[config.mk]
export PLATFORM = sky130hd
export DESIGN_NAME = pmic_gpio_and_sleep_control
export DESIGN_NICKNAME = d
export VERILOG_FILES = /design/src/rtl/pmic_gpio_pkg.sv /design/src/rtl/pmic_gpio_and_sleep_control.sv /design/src/rtl/input_debounce.sv
export VERILOG_INCLUDE_DIRS = /design/src /design/src/rtl
export SDC_FILE = /design/constraint.sdc
export NUM_CORES = 1
export LEC_CHECK = 0
export BUFFER_PORTS_ARGS = -buffer_cell sky130_fd_sc_hd__buf_2
export CORE_UTILIZATION = 35
export CTS_CLUSTER_DIAMETER = 30
export DETAILED_ROUTE_END_ITERATION = 8
export PLACE_DENSITY_LB_ADDON = 0.15
export SKIP_CTS_REPAIR_TIMING = 1
export SYNTH_ARGS = -nofsm -noshare
export SYNTH_HDL_FRONTEND = slang
export SYNTH_SLANG_ARGS = --single-unit
[constraint.sdc]
create_clock -name core_clk -period 9.9 [get_ports core_clk]
set_input_delay 1.98 -clock core_clk [delete_from_list [all_inputs] [get_ports core_clk]]
set_output_delay 1.98 -clock core_clk [all_outputs]
set_load 0.1 [all_outputs]
[src/rtl/pmic_gpio_defs.svh]
// register offsets, field positions, reset values and timing counts
// assumes a 9-bit register address from the 2-wire host interface logic
`ifndef PMIC_GPIO_DEFS_SVH
`define PMIC_GPIO_DEFS_SVH

// register offsets
`define ADDR_EVENT_MASK 9'h00c
`define ADDR_DEBOUNCE 9'h010
`define ADDR_CMD_STROBES 9'h013
`define ADDR_SLEEP_DIS 9'h014
`define ADDR_PINS_01 9'h015
`define ADDR_PINS_23 9'h016
`define ADDR_PIN_4 9'h017
`define ADDR_WAKE_SENS 9'h01c
`define ADDR_MODE_BITS 9'h01d
`define ADDR_OUT_SRC_02 9'h01e
`define ADDR_OUT_SRC_34 9'h01f

// command strobe bits
`define CMD_WAKE_BIT 2
`define CMD_SHUTDOWN_BIT 1
`define CMD_WATCHDOG_BIT 0

// sleep disable bits
`define SLP_DOMAIN_BIT 7
`define SLP_CALENDAR_BIT 4
`define SLP_SERIAL_BIT 2
`define SLP_EVENT_BIT 0
`define SLP_RW_MASK 8'h95

// reset values
`define RST_BYTE 8'h00

// source select codes
`define SRC_STATIC 3'h0
`define SRC_FAULT 3'h1
`define SRC_SEQ 3'h3
`define SRC_FWD_BASE 3'h4

// timing: clock period and debounce tick, in ns
`define CLK_PERIOD_NS 10
`define DEB_TICK_NS 10000
`define DEB_TICK_CYCLES (`DEB_TICK_NS / `CLK_PERIOD_NS)

// debounce times in us, printed figures
`define DEB_T1_US 100
`define DEB_T2_US 1000
`define DEB_T3_US 10240
`define DEB_T4_US 51200
`define DEB_T5_US 256000
`define DEB_T6_US 512000
`define DEB_T7_US 1024000
`define DEB_TICK_US (`DEB_TICK_NS / 1000)

`endif

[src/rtl/pmic_gpio_pkg.sv]
// types shared by the pin and sleep control logic
// assumes pmic_gpio_defs.svh for the numeric constants
package pmic_gpio_pkg;

    typedef enum logic [1:0] {
        FN_ALT = 2'b00,
        FN_INPUT = 2'b01,
        FN_OPEN_DRAIN = 2'b10,
        FN_PUSH_PULL = 2'b11
    } pin_function_t;

    typedef struct packed {
        logic pin_wake_disable;
        logic input_polarity;
        pin_function_t pin_function;
    } pin_cfg_t;

    typedef struct packed {
        logic drive;
        logic enable;
    } pin_drive_t;

endpackage

[src/rtl/pmic_gpio_and_sleep_control.sv]
// pin control, command strobes and low-power disables
// assumes register accesses arrive already decoded by the 2-wire interface
// How it works
// - writing wake bit starts wake-up from hold state; bit self-clears
// - writing shutdown bit powers down to reset mode; bit self-clears
// - writing watchdog bit restarts the watchdog; bit self-clears
// - domain-input disable ignores system, power, power1 requests in hold state
// - calendar hold bit stops calendar updates during hold state
// - serial port sleep bit turns off the 2-wire interface in hold state
// - input event disable blocks input events during hold state
// - wake disable zero lets passive-to-active input transitions wake the device
// - input polarity one means active high, zero active low
// - pin 0 codes: watchdog trigger, input, open-drain, push-pull
// - pins 1 and 3: reserved, input, open-drain, push-pull
// - pin 2: power request, input, open-drain, push-pull supply fault
// - pin 4: system request, input, open-drain, push-pull
// - wake sensitivity zero is edge, one is level
// - mode bit: static value, output polarity, or input debounce enable
// - source select: static, supply fault, sequencer; code two reserved
// - pin 1 forwards inputs 0, 2, 3 on codes 100, 110, 111
// - pin 0 forwards inputs 1, 2, 3 on codes 101, 110, 111
// - enabled debounce applies the shared time from none to 1024 ms
// - pin 4 two-bit select: static, fault, reserved, sequencer
// - pin 3 forwards inputs 0, 1, 2 on codes 100, 101, 110
// - each input event has a mask keeping it off the interrupt
`include "pmic_gpio_defs.svh"

module pmic_gpio_and_sleep_control #(
    parameter int NPINS = 5,
    parameter int DEB_TICK_CYCLES = `DEB_TICK_CYCLES
) (
    // clock and reset
    input wire logic core_clk,
    input wire logic sys_rst,
    // register port from the 2-wire interface
    input wire logic reg_wr,
    input wire logic reg_rd,
    input wire logic [8:0] reg_addr,
    input wire logic [7:0] reg_wdata,
    output logic [7:0] reg_rdata,
    output logic reg_rvalid,
    // pins
    input wire logic [NPINS-1:0] pin_in,
    output logic [NPINS-1:0] pin_out,
    output logic [NPINS-1:0] pin_oe,
    // from the sequencer and supervisors
    input wire logic low_power_hold_state,
    input wire logic supply_fault_indication,
    input wire logic [NPINS-1:0] seq_pin_ctrl,
    input wire logic power1_domain_request_in,
    // commands to the sequencer and watchdog
    output logic wake_request,
    output logic shutdown_request,
    output logic watchdog_service,
    output logic watchdog_trigger,
    // domain requests
    output logic system_domain_request,
    output logic power_domain_request,
    output logic power1_domain_request,
    // hold-state disables
    output logic calendar_hold,
    output logic serial_port_off,
    // input events and state
    output logic [NPINS-1:0] input_event,
    output logic input_event_irq,
    output logic [NPINS-1:0] gpi_state
);

    localparam int CNT_W = 17;
    localparam int TICK_W = $clog2(DEB_TICK_CYCLES + 1);

    // debounce length in ticks for the shared time select
    function automatic logic [CNT_W-1:0] deb_limit(input logic [2:0] sel);
        logic [CNT_W-1:0] r;
        r = '0;
        unique case (sel)
            3'h0: r = '0;
            3'h1: r = CNT_W'(`DEB_T1_US / `DEB_TICK_US);
            3'h2: r = CNT_W'(`DEB_T2_US / `DEB_TICK_US);
            3'h3: r = CNT_W'(`DEB_T3_US / `DEB_TICK_US);
            3'h4: r = CNT_W'(`DEB_T4_US / `DEB_TICK_US);
            3'h5: r = CNT_W'(`DEB_T5_US / `DEB_TICK_US);
            3'h6: r = CNT_W'(`DEB_T6_US / `DEB_TICK_US);
            3'h7: r = CNT_W'(`DEB_T7_US / `DEB_TICK_US);
        endcase
        return r;
    endfunction

    // output level for a source select; reserved codes drive low
    function automatic logic src_level(input logic [2:0] sel, input logic mode,
                                       input logic fault, input logic seq,
                                       input logic [3:0] fwd);
        logic raw;
        logic ok;
        raw = 1'b0;
        ok = 1'b1;
        case (sel)
            `SRC_FAULT: raw = fault;
            `SRC_SEQ: raw = seq;
            3'h4, 3'h5, 3'h6, 3'h7: raw = fwd[2'(sel - `SRC_FWD_BASE)];
            default: ok = 1'b0;
        endcase
        if (sel == `SRC_STATIC) begin
            return mode;
        end
        // non-static sources: mode bit picks the active level
        return ok && (mode ? raw : !raw);
    endfunction

    // registers
    logic [2:0] cmd_q;
    logic [7:0] sleep_q;
    logic [7:0] cfg01_q;
    logic [7:0] cfg23_q;
    logic [3:0] cfg4_q;
    logic [4:0] wake_sens_q;
    logic [4:0] mode_q;
    logic [7:0] out02_q;
    logic [4:0] out34_q;
    logic [2:0] deb_sel_q;
    logic [4:0] mask_q;

    wire logic wr_cmd = reg_wr && (reg_addr == `ADDR_CMD_STROBES);
    wire logic wr_sleep = reg_wr && (reg_addr == `ADDR_SLEEP_DIS);
    wire logic wr_cfg01 = reg_wr && (reg_addr == `ADDR_PINS_01);
    wire logic wr_cfg23 = reg_wr && (reg_addr == `ADDR_PINS_23);
    wire logic wr_cfg4 = reg_wr && (reg_addr == `ADDR_PIN_4);
    wire logic wr_wake = reg_wr && (reg_addr == `ADDR_WAKE_SENS);
    wire logic wr_mode = reg_wr && (reg_addr == `ADDR_MODE_BITS);
    wire logic wr_out02 = reg_wr && (reg_addr == `ADDR_OUT_SRC_02);
    wire logic wr_out34 = reg_wr && (reg_addr == `ADDR_OUT_SRC_34);
    wire logic wr_deb = reg_wr && (reg_addr == `ADDR_DEBOUNCE);
    wire logic wr_mask = reg_wr && (reg_addr == `ADDR_EVENT_MASK);

    always_ff @(posedge core_clk) begin
        if (sys_rst) begin
            sleep_q <= `RST_BYTE;
            cfg01_q <= `RST_BYTE;
            cfg23_q <= `RST_BYTE;
            cfg4_q <= 4'h0;
            wake_sens_q <= 5'h00;
            mode_q <= 5'h00;
            out02_q <= `RST_BYTE;
            out34_q <= 5'h00;
            deb_sel_q <= 3'h0;
            mask_q <= 5'h00;
        end else begin
            if (wr_sleep) sleep_q <= reg_wdata & `SLP_RW_MASK;
            if (wr_cfg01) cfg01_q <= reg_wdata;
            if (wr_cfg23) cfg23_q <= reg_wdata;
            if (wr_cfg4) cfg4_q <= reg_wdata[3:0];
            if (wr_wake) wake_sens_q <= reg_wdata[4:0];
            if (wr_mode) mode_q <= reg_wdata[4:0];
            if (wr_out02) out02_q <= reg_wdata;
            if (wr_out34) out34_q <= reg_wdata[4:0];
            if (wr_deb) deb_sel_q <= reg_wdata[2:0];
            if (wr_mask) mask_q <= reg_wdata[4:0];
        end
    end

    // strobes hold for one cycle only, so a read sees one at most once
    always_ff @(posedge core_clk) begin
        if (sys_rst) begin
            cmd_q <= 3'h0;
        end else begin
            cmd_q <= wr_cmd ? reg_wdata[2:0] : 3'h0;
        end
    end

    // read mux
    logic [7:0] rd_mux;
    always_comb begin
        rd_mux = 8'h00;
        unique case (reg_addr)
            `ADDR_CMD_STROBES: rd_mux = {5'h00, cmd_q};
            `ADDR_SLEEP_DIS: rd_mux = sleep_q;
            `ADDR_PINS_01: rd_mux = cfg01_q;
            `ADDR_PINS_23: rd_mux = cfg23_q;
            `ADDR_PIN_4: rd_mux = {4'h0, cfg4_q};
            `ADDR_WAKE_SENS: rd_mux = {3'h0, wake_sens_q};
            `ADDR_MODE_BITS: rd_mux = {3'h0, mode_q};
            `ADDR_OUT_SRC_02: rd_mux = out02_q;
            `ADDR_OUT_SRC_34: rd_mux = {3'h0, out34_q};
            `ADDR_DEBOUNCE: rd_mux = {5'h00, deb_sel_q};
            `ADDR_EVENT_MASK: rd_mux = {3'h0, mask_q};
            default: rd_mux = 8'h00;
        endcase
    end

    always_ff @(posedge core_clk) begin
        if (sys_rst) begin
            reg_rdata <= 8'h00;
            reg_rvalid <= 1'b0;
        end else begin
            reg_rdata <= reg_rd ? rd_mux : reg_rdata;
            reg_rvalid <= reg_rd;
        end
    end

    // per-pin configuration
    pmic_gpio_pkg::pin_cfg_t cfg [NPINS];
    logic [2:0] sel [NPINS];
    assign cfg[0] = pmic_gpio_pkg::pin_cfg_t'(cfg01_q[3:0]);
    assign cfg[1] = pmic_gpio_pkg::pin_cfg_t'(cfg01_q[7:4]);
    assign cfg[2] = pmic_gpio_pkg::pin_cfg_t'(cfg23_q[3:0]);
    assign cfg[3] = pmic_gpio_pkg::pin_cfg_t'(cfg23_q[7:4]);
    assign cfg[4] = pmic_gpio_pkg::pin_cfg_t'(cfg4_q);
    assign sel[0] = out02_q[2:0];
    assign sel[1] = out02_q[5:3];
    // pin 2 push-pull code is the fixed supply fault output
    assign sel[2] = (cfg[2].pin_function == pmic_gpio_pkg::FN_PUSH_PULL) ?
                    `SRC_FAULT : {1'b0, out02_q[7:6]};
    assign sel[3] = out34_q[2:0];
    assign sel[4] = {1'b0, out34_q[4:3]};

    wire logic in_hold = low_power_hold_state;
    wire logic domain_off = in_hold && sleep_q[`SLP_DOMAIN_BIT];
    wire logic event_off = in_hold && sleep_q[`SLP_EVENT_BIT];

    // synchroniser: second stage is the only reader of the first
    logic [NPINS-1:0] sync1_q;
    logic [NPINS-1:0] sync2_q;
    always_ff @(posedge core_clk) begin
        if (sys_rst) begin
            sync1_q <= '0;
            sync2_q <= '0;
        end else begin
            sync1_q <= pin_in;
            sync2_q <= sync1_q;
        end
    end

    // shared debounce tick divider
    logic [TICK_W-1:0] tick_cnt_q;
    logic tick_q;
    always_ff @(posedge core_clk) begin
        if (sys_rst) begin
            tick_cnt_q <= '0;
            tick_q <= 1'b0;
        end else begin
            tick_q <= tick_cnt_q == TICK_W'(DEB_TICK_CYCLES - 1);
            tick_cnt_q <= (tick_cnt_q == TICK_W'(DEB_TICK_CYCLES - 1)) ?
                          '0 : tick_cnt_q + 1'b1;
        end
    end

    wire logic [CNT_W-1:0] limit = deb_limit(deb_sel_q);
    logic [NPINS-1:0] raw_act;
    logic [NPINS-1:0] act;
    logic [NPINS-1:0] is_input;

    for (genvar i = 0; i < NPINS; i++) begin : g_pin
        assign raw_act[i] = sync2_q[i] ^ !cfg[i].input_polarity;
        assign is_input[i] = !cfg[i].pin_function[1];
        input_debounce #(
            .CNT_W(CNT_W)
        ) u_deb (
            .core_clk(core_clk),
            .sys_rst(sys_rst),
            .tick(tick_q),
            .enable(mode_q[i] && is_input[i]),
            .limit(limit),
            .level_in(raw_act[i]),
            .level_out(act[i])
        );
    end

    // event and wake detection on the cleaned active level
    logic [NPINS-1:0] act_prev_q;
    always_ff @(posedge core_clk) begin
        if (sys_rst) begin
            act_prev_q <= '0;
        end else begin
            act_prev_q <= act;
        end
    end

    wire logic [NPINS-1:0] rise = act & ~act_prev_q;
    // level mode keeps requesting while the input stays active
    wire logic [NPINS-1:0] wake_hit = is_input &
        (wake_sens_q & act | ~wake_sens_q & rise);
    logic [NPINS-1:0] wake_allow;
    for (genvar i = 0; i < NPINS; i++) begin : g_wen
        assign wake_allow[i] = !cfg[i].pin_wake_disable;
    end
    wire logic pin_wake = in_hold && |(wake_hit & wake_allow);
    wire logic [NPINS-1:0] event_d = event_off ? '0 : (rise & is_input);
    wire logic irq_d = |(event_d & ~mask_q[NPINS-1:0]);

    // pin functions in alternate code
    wire logic pin0_wdog = cfg[0].pin_function == pmic_gpio_pkg::FN_ALT;
    wire logic pin2_pwr = cfg[2].pin_function == pmic_gpio_pkg::FN_ALT;
    wire logic pin4_sys = cfg[4].pin_function == pmic_gpio_pkg::FN_ALT;

    // forwarded inputs per pin, codes 100..111, reserved slots tied low
    logic [3:0] fwd [NPINS];
    assign fwd[0] = {act[3], act[2], act[1], 1'b0};
    assign fwd[1] = {act[3], act[2], 1'b0, act[0]};
    assign fwd[2] = 4'h0;
    assign fwd[3] = {1'b0, act[2], act[1], act[0]};
    assign fwd[4] = 4'h0;

    pmic_gpio_pkg::pin_drive_t drv [NPINS];
    for (genvar i = 0; i < NPINS; i++) begin : g_drv
        wire logic lvl = src_level(sel[i], mode_q[i], supply_fault_indication,
                                   seq_pin_ctrl[i], fwd[i]);
        // open-drain only ever pulls low; high is left to the pull-up
        always_comb begin
            unique case (cfg[i].pin_function)
                pmic_gpio_pkg::FN_OPEN_DRAIN: drv[i] = '{drive: 1'b0, enable: !lvl};
                pmic_gpio_pkg::FN_PUSH_PULL: drv[i] = '{drive: lvl, enable: 1'b1};
                default: drv[i] = '{drive: 1'b0, enable: 1'b0};
            endcase
        end
    end

    // output flops
    always_ff @(posedge core_clk) begin
        if (sys_rst) begin
            pin_out <= '0;
            pin_oe <= '0;
            wake_request <= 1'b0;
            input_event <= '0;
            input_event_irq <= 1'b0;
            gpi_state <= '0;
        end else begin
            for (int i = 0; i < NPINS; i++) begin
                pin_out[i] <= drv[i].drive;
                pin_oe[i] <= drv[i].enable;
            end
            wake_request <= (wr_cmd && reg_wdata[`CMD_WAKE_BIT]) || pin_wake;
            input_event <= event_d;
            input_event_irq <= irq_d;
            gpi_state <= act;
        end
    end

    always_ff @(posedge core_clk) begin
        if (sys_rst) begin
            watchdog_trigger <= 1'b0;
            system_domain_request <= 1'b0;
            power_domain_request <= 1'b0;
            power1_domain_request <= 1'b0;
            calendar_hold <= 1'b0;
            serial_port_off <= 1'b0;
        end else begin
            watchdog_trigger <= pin0_wdog && act[0];
            system_domain_request <= !domain_off && pin4_sys && act[4];
            power_domain_request <= !domain_off && pin2_pwr && act[2];
            power1_domain_request <= !domain_off && power1_domain_request_in;
            calendar_hold <= in_hold && sleep_q[`SLP_CALENDAR_BIT];
            serial_port_off <= in_hold && sleep_q[`SLP_SERIAL_BIT];
        end
    end

    assign shutdown_request = cmd_q[`CMD_SHUTDOWN_BIT];
    assign watchdog_service = cmd_q[`CMD_WATCHDOG_BIT];

endmodule

[src/rtl/input_debounce.sv]
// one input debouncer counting shared slow ticks
// assumes a synchronised input and a one-cycle tick enable
module input_debounce #(
    parameter int CNT_W = 17
) (
    // clock and reset
    input wire logic core_clk,
    input wire logic sys_rst,
    // control
    input wire logic tick,
    input wire logic enable,
    input wire logic [CNT_W-1:0] limit,
    // data
    input wire logic level_in,
    output logic level_out
);

    logic [CNT_W-1:0] cnt_q;
    logic level_q;

    wire logic differs = level_in != level_q;
    // zero limit or debounce off passes the level straight through
    wire logic bypass = !enable || (limit == '0);
    wire logic settled = tick && (cnt_q + 1'b1 >= limit);

    always_ff @(posedge core_clk) begin
        if (sys_rst) begin
            cnt_q <= '0;
            level_q <= 1'b0;
        end else if (bypass || !differs) begin
            cnt_q <= '0;
            level_q <= bypass ? level_in : level_q;
        end else if (settled) begin
            cnt_q <= '0;
            level_q <= level_in;
        end else if (tick) begin
            cnt_q <= cnt_q + 1'b1;
        end
    end

    assign level_out = level_q;

endmodule

==> results of run 1 <==
## sequential cells by signal (all words and copies together), names as in the netlist, 8 cells and up
signal,count
tick_cnt_q,10
out02_q,8
cfg01_q,8
g_pin.u_deb.cnt_q,85
reg_rdata,8
cfg23_q,8
limit,9
## layout make-up
cell class	instances	area [um2]
clock buffers	78	1710
clock inverters	31	348
fillers	3269	18200
inverters	34	128
multi-input cells	1057	6840
flip-flops and latches	215	4310
well taps	442	553
repair buffers	79	415
## power by group
group	internal [mW]	switching (mW)
Sequential	0.879	0.00783
Combinational	0.0222	0.0799
Clock	1.35	0.573
Total	2.26	0.660
## synth_stat cells, drive strengths merged (3+ instances only)
| cell | number |
|---|---|
| nand4 | 40 |
| nand2b | 13 |
| or3 | 10 |
| nor2 | 180 |
| nand2 | 117 |
| a221oi | 6 |
| o21a | 7 |
| nor3 | 38 |
| a22oi | 9 |
| o211a | 4 |
| a21o | 13 |
| a211oi | 9 |
| ha | 67 |
| mux2 | 4 |
| a31oi | 11 |
| a311oi | 3 |
| clkbuf | 52 |
| a21oi | 69 |
| and4b | 3 |
| o31ai | 3 |
| nand3 | 89 |
| and2 | 12 |
| inv | 34 |
| buf | 13 |
| and4 | 4 |
| nor4 | 14 |
| o21ai | 30 |
| mux4 | 3 |
| nor3b | 4 |
| o211ai | 3 |
| xor2 | 91 |
| nor2b | 28 |
| and3 | 29 |
| o41ai | 4 |
| dfxtp | 215 |
| xnor2 | 69 |
| mux2i | 39 |
## path summary, 6_finish.rpt
| kind | endpoint | slack (ns) | from | depth (start not counted) |
|---|---|---|---|---|
| setup / recovery | g_pin[1].u_deb.cnt_q[4] | 5.33 | g_pin[1].u_deb.cnt_q[0] | 14 |
| hold / removal | sync2_q[4] | 0.44 | sync1_q[4] | 1 |
| setup reg to reg | g_pin[1].u_deb.cnt_q[4] | 5.33 | g_pin[1].u_deb.cnt_q[0] | 14 |
| hold reg to reg | sync2_q[4] | 0.44 | sync1_q[4] | 1 |
## worst max-delay path, cell delays in order, from the launching register on
cell	delay (ns)
dfxtp_1	0.42
ha_1	0.25
nand3_1	0.16
nor2_1	0.51
nand2_1	0.17
nor2_1	0.30
nand3_1	0.13
xnor2_1	0.14
ha_1	0.30
and4_1	0.21
nand3_1	0.07
nand3_1	0.07
o41ai_1	0.66
nand4_1	0.75
a21oi_1	0.33
## per-stage QoR
stage               hold WS [ns]  util (%)  std cells  cell area [um2]
floorplan                  0.413         -       1371            11500
global placement           0.426      37.6       1827            12200
detailed placement         0.432      37.6       1827            12200
CTS                        0.448      44.0       1936            14300
global route               0.462      44.0       1936            14300
finish                     0.445      44.0       1936            14300
## layer usage
layer  routed length (um)  up-vias
met5                    0        -
met4                  923        0
met3                 1830       60
met2                14900      273
met1                15100     4563
li1                     -     4977
## logic make-up after synthesis
| family | after synthesis | synth area share (%) |
|---|---|---|
| xor+xnor | 160 | 12.1 |
| flops | 215 | 37.3 |
| buf+inv | 99 | 3.49 |
| compound gates | 192 | 10.7 |
| simple gates | 592 | 24.8 |
| mux | 46 | 4.36 |
| fa+ha+maj | 67 | 7.26 |
==> out/metrics.yaml, run 1 <==
cts_tree: "done"
via_per_inst: 5.10
rsz0062_at_grt: "no"
clk_latency_ns: 0.58
min_path_type: "reg2reg"
synthesis.area_um2: 11500
synth_edf_count: 0
fin_skew_ns: 0.0281
setup_viol: 0
clkTransAtPathRegs_ns: 0.04
fp.dieArea_um2: 33700
gr-usage-met1_pct: 25.8
grt_util_all_layers_pct: 19.8
use_met2_pct: 32.1
setup_tns_ns: 0
synth.distinct_cells: 67
maxCapViolCount: 0
status: "finished, final reports clean"
num_antenna_cells: 0
chipHeight_um: 184
core-area_um2: 32500
synth_area_leader_cell: "dfxtp_1"
final_common_cell: "dfxtp_1"
antenna_found_initial: 0
setup_slack_ns: 5.33
critPathMaxFanout: 17
power_density_nw_per_um2: 204
via_count: 9873
worst_slew_pin_slew_ns: 1.00
total_power_mw: 2.92
dp_hpwl_mm: 22.8
drive_gt1_share_pct: 13.3
gp_congestion: 0.871
drc: 0
synth_area_per_cell_um2: 8.42
yosysTopAreaCellShare_pct: 37.3
routed_wl_mm: 32.7
start_util_pct: 35.5
synth-seq-cells: 215
maxSlewHeadroom_pct: 32.4
dr.pass1.iters: 5
syn2layout_area_growth_pct: 23.8
busiest_layer: "met2"
fmax_mhz: 219
die_w_um: 184
leakagePower_nw: 5.65
postRouteAntennaNets: 0
grt_pass1_vias: 9561
routedWlPerCell_um: 16.9
htree_levels: 2
arrival_ns: 5.05
synthCells: 1371
grt_use_met3_pct: 4.00
numCtsBuffers: 59
rows: 66
peakVddDrop_mv: 0.151
final_cell_mix: "dfxtp_1 (214), nor2_1 (180), nand2_1 (117)"
syn-num-nets: 1472
nets: 1547
drt_iter0_drc: 640
hold_viol_final: 0
yosys_warnings: 0
ys.flop_type: "dfxtp_1"
post-place-ws_ns: 5.30
fin_crit_ns: 4.57
period_share_pct: 46.2
path_class: "reg2reg"
clock-root-buffer: "clkbuf_16"
grt_max_degree: 72
async_flop_share_pct: 0
crit_path_end_kind: "flop"
grt_overflow: 0
ys_seq_area_share_pct: 37.3
numPortBuffers: 72
slew_violations: 0
cp.required_ns: 10.38
worst_setup_path_start_kind: "flop"
synthTopCellsByArea: "dfxtp_1 (37%), ha_1 (7.3%), xor2_1 (6.9%)"
grt_pass1_wl_mm: 52.5
io_pins: 73
clockBufferDepth: 3
clkSinkCount: 215
(Power assumes the default switching activity.)
==> run 2: changes to the inputs <==
==> constraint.sdc (replaced) <==
create_clock -name core_clk -period 4.5 [get_ports core_clk]
set_input_delay 0.9 -clock core_clk [delete_from_list [all_inputs] [get_ports core_clk]]
set_output_delay 0.9 -clock core_clk [all_outputs]
set_load 0.1 [all_outputs]
==> out/metrics.yaml, run 2 (synthesis gave the netlist of run 1 again) <==
regToRegEndpoint: "g_pin[4].u_deb.cnt_q[4]"
chipHeight_um: 184  # unchanged
htree_levels: 2  # unchanged
num_antenna_cells: 0  # unchanged
maxCapViolCount: 0  # unchanged
min_path_type: "reg2reg"
clockBufferDepth: 3  # unchanged
start_util_pct: 35.5  # unchanged
final_cell_mix: "dfxtp_1 (214), nor2_1 (180), nand2_1 (117)"
io_pins: 73  # unchanged
hold_start: "sync1_q[4]"
fillerInstances: 3229  # -1.2%
critPathMaxFanout: 17  # unchanged
grt_overflow: 0  # unchanged
via_count: 9961  # +0.89%
post-route-util_pct: 44.3  # +0.31 points
numPortBuffers: 72  # unchanged
gp_congestion: 0.869  # -0.20%
path_class: "reg2reg"
grt_pass1_wl_mm: 52.1  # -0.72%
drt_iter0_drc: 512  # -20%
drc: 0  # unchanged
reg2reg_slack_ns: 0.69  # -4.64 ns
routedWlPerCell_um: 16.8  # -0.34%
dp_hpwl_mm: 22.6  # -0.77%
pwr-share-clk_pct: 66.9  # +0.8 points
top_register: "g_pin.u_deb.cnt_q"
worst_setup_path_start_kind: "flop"
setup_viol: 0  # unchanged
swShare_pct: 23.4  # +0.77 points
core-area_um2: 32500  # unchanged
crit_start: "g_pin[4].u_deb.cnt_q[2]"
fin_skew_ns: 0.0332  # +0.00503 ns
numCtsBuffers: 58  # -1.7%
routed_wl_mm: 32.7  # about the same
clock-root-buffer: "clkbuf_16"
postRouteAntennaNets: 0  # unchanged
power_density_nw_per_um2: 456  # +120%
path_cells: "and3_1 -> and3_1 -> nand2_1 -> xnor2_1 -> ha_1 -> a2111oi_0 -> o21ai_0 -> or3b_1 -> a211oi_1 -> nand2_1 -> nor2_1"
nets: 1552  # +0.32%
rows: 66  # unchanged
cp-endpoint: "g_pin[4].u_deb.cnt_q[4]"
slowest_delay_ns: 0.51  # -0.24 ns
slew_violations: 0  # unchanged
clkSinkCount: 215  # unchanged
syn2layout_area_growth_pct: 24.7
peakVddDrop_mv: 0.266  # +76%
total_power_mw: 6.57  # +130%
hold_viol_final: 0  # unchanged
net-switching-power_mw: 1.54  # +130%
via_per_inst: 5.13  # +0.63%
drive_gt1_share_pct: 13.5  # +0.22 points
maxSlewHeadroom_pct: 38.6  # +6.1 points
rsz0062_at_grt: "no"
period_share_pct: 84.7  # +38 points
p_seq_share_pct: 29.7  # -0.7 points
cts_tree: "done"
reg2reg_depth: 11  # -3
grt_pass1_vias: 9666  # +1.1%
p_comb_share_pct: 3.4  # about the same
intPower_mw: 5.03  # +120%
setup_tns_ns: 0  # unchanged
arrival_ns: 4.30  # -0.75 ns
fmax_mhz: 262  # +20%
status: "finished, final reports clean"
crit_path_end_kind: "flop"
clkTransAtPathRegs_ns: 0.05  # about the same
largest_register_ffs: 85  # unchanged
antenna_found_initial: 0  # unchanged
r2r_start: "g_pin[4].u_deb.cnt_q[2]"
clk_latency_ns: 0.59  # about the same
worst_slew_pin_slew_ns: 0.914  # -0.0912 ns
fp.dieArea_um2: 33700  # unchanged
crit_path_top_delay_cell: "nand2_1"
leakagePower_nw: 5.70  # +0.80%
grt_max_degree: 69  # -4.2%
cp.required_ns: 4.99  # -5.39 ns
fin_crit_ns: 3.81  # -0.764 ns
die_w_um: 184  # unchanged
final_common_cell: "dfxtp_1"
grt_util_all_layers_pct: 19.7  # -0.095 points
dr.pass1.iters: 6  # +1
==> run 2: cell count changes in the layout (fill, tap and decap cells not counted), moves of 3 or more <==
cell / change
buf_4: +6
bufinv_16: +4
clkbuf_16: -3
clkbuf_8: -6
clkinv_2: -6
inv_6: +9
==> run 2: per-layer routing <==
layer | share of wire (%) | routed length, um | vias to the layer above | track usage (%)
met5 | 0 | 0 | - | 0
li1 | - | - | 4993 | -
met2 | 45 | 14700 | 241 | 31.4
met1 | 47 | 15300 | 4647 | 26.1
met3 | 5.0 | 1640 | 80 | 3.72
met4 | 3.4 | 1100 | 0 | 8.07
==> run 2: area by class of cell <==
type | count | area [um2] | share of cell area [%]
clock buffers | 70 | 1560 | 10.8
flip-flops and latches | 215 | 4310 | 29.9
clock inverters | 38 | 558 | 3.87
multi-input cells | 1057 | 6840 | 47.5
repair buffers | 85 | 460 | 3.20
inverters | 34 | 128 | 0.886
well taps | 442 | 553 | 3.84
==> run 2: worst min path at each step <==
stage | to | slack (ns) | depth (start not counted)
2_1_floorplan | tick_cnt_q[0] | 0.41 | 1
4_1_cts | sync2_q[0] | 0.44 | 1
3_5_place_dp | sync2_q[0] | 0.42 | 1
3_3_place_gp | sync2_q[3] | 0.43 | 1
6_report | sync2_q[4] | 0.43 | 1
5_1_grt | sync2_q[4] | 0.45 | 1
==> run 2: power by group through the flow <==
stage | Combinational [mW] | Sequential, mW | Clock (mW)
after floorplan | 0.0792 | 2.06 | 0
after global placement | 0.227 | 1.98 | 0
after detailed placement | 0.226 | 1.98 | 0
after CTS | 0.226 | 1.95 | 4.47
after global routing | 0.239 | 1.95 | 4.58
final | 0.226 | 1.95 | 4.40
==> run 2: critical path, delay by kind of cell (launching register included) <==
family | cells | cell delay, ns
compound gates | 3 | 0.96
xor+xnor | 1 | 0.20
flops | 1 | 0.48
fa+ha+maj | 1 | 0.29
simple gates | 6 | 1.79
==> run 2: metrics by stage <==
step,setup WS [ns],instance area (um2),hold WS (ns),instances
floorplan,0.949,11500,0.413,1371
global placement,0.726,12300,0.425,1833
detailed placement,0.716,12300,0.424,1833
CTS,0.675,14400,0.436,1941
global route,0.390,14400,0.449,1941
finish,0.690,14400,0.435,1941
==> run 3: changes to the inputs <==
--- a/config.mk
+++ b/config.mk
@@ -6,6 +6,7 @@
 export SDC_FILE = /design/constraint.sdc
 export NUM_CORES = 1
 export LEC_CHECK = 0
+export ABC_AREA = 1
 export BUFFER_PORTS_ARGS = -buffer_cell sky130_fd_sc_hd__buf_2
 export CORE_UTILIZATION = 35
 export CTS_CLUSTER_DIAMETER = 30
==> constraint.sdc (replaced) <==
create_clock -name core_clk -period 3.7 [get_ports core_clk]
set_input_delay 0.74 -clock core_clk [delete_from_list [all_inputs] [get_ports core_clk]]
set_output_delay 0.74 -clock core_clk [all_outputs]
set_load 0.1 [all_outputs]
==> out/metrics.yaml, run 3 <==
setup_viol: 0  # unchanged
numPortBuffers: 72  # unchanged
status: "finished, final reports clean"
period_share_pct: 89.4  # +4.7 points
crit_path_end_kind: "flop"
fmax_mhz: 302  # +15%
grt_pass1_vias: 10600  # +9.4%
reg2reg_depth: 23  # +12
fin_cells: 2276  # +17%
drt_iter0_drc: 675  # +32%
maxCapViolCount: 0  # unchanged
core-area_um2: 32700  # +0.51%
synth.distinct_cells: 49  # -27%
synth-seq-cells: 215  # unchanged
synthTopCellsByArea: "dfxtp_1 (37%), nand2_1 (11%), nor2_1 (7.9%)"
seqCellArea_um2: 4310  # about the same
routed_wl_mm: 34.0  # +4.1%
grt_util_all_layers_pct: 20.0  # +0.30 points
grt_overflow: 0  # unchanged
whs_path_depth: 3  # +2
fin_crit_ns: 3.31  # -0.503 ns
htree_levels: 2  # unchanged
synthCells: 1681  # +23%
post-place-ws_ns: 0.318  # -0.398 ns
dp_hpwl_mm: 24.1  # +6.6%
setup_tns_ns: 0  # unchanged
min_path_type: "in2reg"
ys_top_cells_by_count: "nand2_1 (354), nor2_1 (246), dfxtp_1 (215)"
drive_gt1_share_pct: 13.5  # about the same
gp_congestion: 0.928  # +6.8%
routedWlPerCell_um: 14.9  # -11%
yosysTopAreaCellShare_pct: 36.8  # -0.44 points
synthesis.area_um2: 11700  # +1.2%
fp.dieArea_um2: 34100  # +1.2%
drc: 0  # unchanged
cts_tree: "done"
r2r_start: "g_pin[2].u_deb.cnt_q[1]"
synth_area_leader_cell: "dfxtp_1"
place_inst: 2167  # +18%
power_density_nw_per_um2: 536  # +18%
post-synth-top-count-cell: "nand2_1"
grt_max_degree: 68  # -1.4%
final_cell_mix: "nand2_1 (354), nor2_1 (242), dfxtp_1 (213)"
chipHeight_um: 185  # +0.59%
leakagePower_nw: 6.13  # +7.5%
crit_start: "g_pin[2].u_deb.cnt_q[1]"
largest_register_ffs: 85  # unchanged
hold_start: "pin_in[4]"
worst_slew_pin_slew_ns: 1.37  # +0.456 ns
via_per_inst: 4.89  # -4.6%
antenna_found_initial: 0  # unchanged
num_antenna_cells: 0  # unchanged
ys_seq_area_share_pct: 36.8  # -0.44 points
rsz0062_at_grt: "no"
numCtsBuffers: 55  # -5.2%
multiInputGateArea_um2: 6490  # -5.1%
arrival_ns: 3.74  # -0.56 ns
postRouteAntennaNets: 0  # unchanged
whs_ns: 0.373  # -0.0614 ns
syn-num-nets: 1782  # +21%
clk_latency_ns: 0.58  # about the same
die_w_um: 185  # +0.59%
slew_violations: 0  # unchanged
final_common_cell: "nand2_1"
grt_pass1_wl_mm: 54.1  # +3.8%
clkSinkCount: 215  # unchanged
start_util_pct: 35.7  # +0.24 points
cp.required_ns: 4.14  # -0.85 ns
syn2layout_area_growth_pct: 25.6
fillerInstances: 3380  # +4.7%
maxSlewHeadroom_pct: 8.02  # -31 points
ys.flop_type: "dfxtp_1"
yosys_warnings: 0  # unchanged
dr.pass1.iters: 5  # -1
synth_area_per_cell_um2: 6.95  # -17%
via_count: 11100  # +12%
setup_slack_ns: 0.393  # -0.297 ns
critPathMaxFanout: 5  # -12
clockBufferDepth: 3  # unchanged
worst_setup_path_start_kind: "flop"
top_register: "g_pin.u_deb.cnt_q"
path_class: "reg2reg"
async_flop_share_pct: 0  # unchanged
nets: 1889  # +22%
fin_skew_ns: 0.0261  # -0.00711 ns
clkTransAtPathRegs_ns: 0.04  # about the same
hold_viol_final: 0  # unchanged
synth_edf_count: 0  # unchanged
rows: 66  # unchanged
io_pins: 73  # unchanged
peakVddDrop_mv: 0.533  # +100%
clock-root-buffer: "clkbuf_16"
run 3: cell types whose count changed after synthesis, sizes merged, moves of 25 or more:
cell | before | now
a21oi | 69 | 118
and3 | 29 | 0
inv | 34 | 211
mux2i | 39 | 3
nand2 | 117 | 362
nand3 | 89 | 64
nor2 | 180 | 264
nor2b | 28 | 0
o21ai | 30 | 146
xnor2 | 69 | 14
xor2 | 91 | 47
run 3: path summary, 6_finish.rpt:
path,slack [ns],end
hold reg to reg,0.40,sync2_q[4]
hold / removal,0.37,sync1_q[4]
setup / recovery,0.39,g_pin[2].u_deb.cnt_q[13]
setup reg to reg,0.39,g_pin[2].u_deb.cnt_q[13]
run 3: power by group:
group          switching, mW  internal (mW)  total (mW)
clock                   1.51           3.76        5.26
sequential            0.0138           2.35        2.36
combinational          0.197         0.0502       0.247
total                   1.72           6.15        7.87
run 3: worst max-delay path, stage by stage (launching register included):
cell     delay (ns)
dfxtp_1        0.35
ha_1           0.19
nand2_1        0.09
nor2_2         0.12
nand2_1        0.12
nor2_1         0.18
nand3_2        0.12
nor2_2         0.12
nand2_1        0.06
nor2_1         0.14
nand2_1        0.08
xor2_1         0.16
ha_1           0.30
nand2_1        0.07
nor2_2         0.11
nand4_1        0.09
a21oi_1        0.14
nand3_1        0.09
nor2_1         0.10
nor2_1         0.05
nand2_1        0.09
nand2_2        0.13
nand3_2        0.22
a21oi_1        0.06
run 3: final cells by class:
class | instances | share of cell area (%)
Tap cell | 442 | 3.77
Clock inverter | 36 | 3.85
Clock buffer | 67 | 10.2
Inverter | 215 | 5.50
Timing Repair Buffer | 85 | 3.12
Sequential cell | 215 | 29.4
Multi-Input combinational cell | 1216 | 44.2
run 3: cell families (layout without fill, tap and decap cells):
| family | Yosys count | after routing | synth area share, % |
|---|---|---|---|
| AND/OR/NAND/NOR | 775 | 781 | 28.7 |
| multiplexers | 3 | 3 | 0.257 |
| AO/OA/AOI/OAI | 304 | 304 | 13.9 |
| flip-flops | 215 | 215 | 36.8 |
| adder cells (fa/ha/maj) | 67 | 67 | 7.17 |
| XOR/XNOR | 61 | 61 | 4.57 |
| buffers and inverters | 256 | 403 | 8.58 |
run 3: layer usage:
| layer | GRT usage [%] | share of wire, % |
|---|---|---|
| met4 | 8.20 | 3.3 |
| met1 | 26.4 | 48 |
| met3 | 3.20 | 4.8 |
| met5 | 0 | 0 |
| met2 | 32.3 | 44 |
run 3: metrics by stage:
stage | util (%) | cell area (um2) | power (mW)
floorplan | - | 11700 | 2.56
global placement | 38.2 | 12500 | 2.64
detailed placement | 38.2 | 12500 | 2.64
CTS | 44.5 | 14600 | 7.97
global route | 44.9 | 14700 | 8.13
finish | 44.9 | 14700 | 7.87
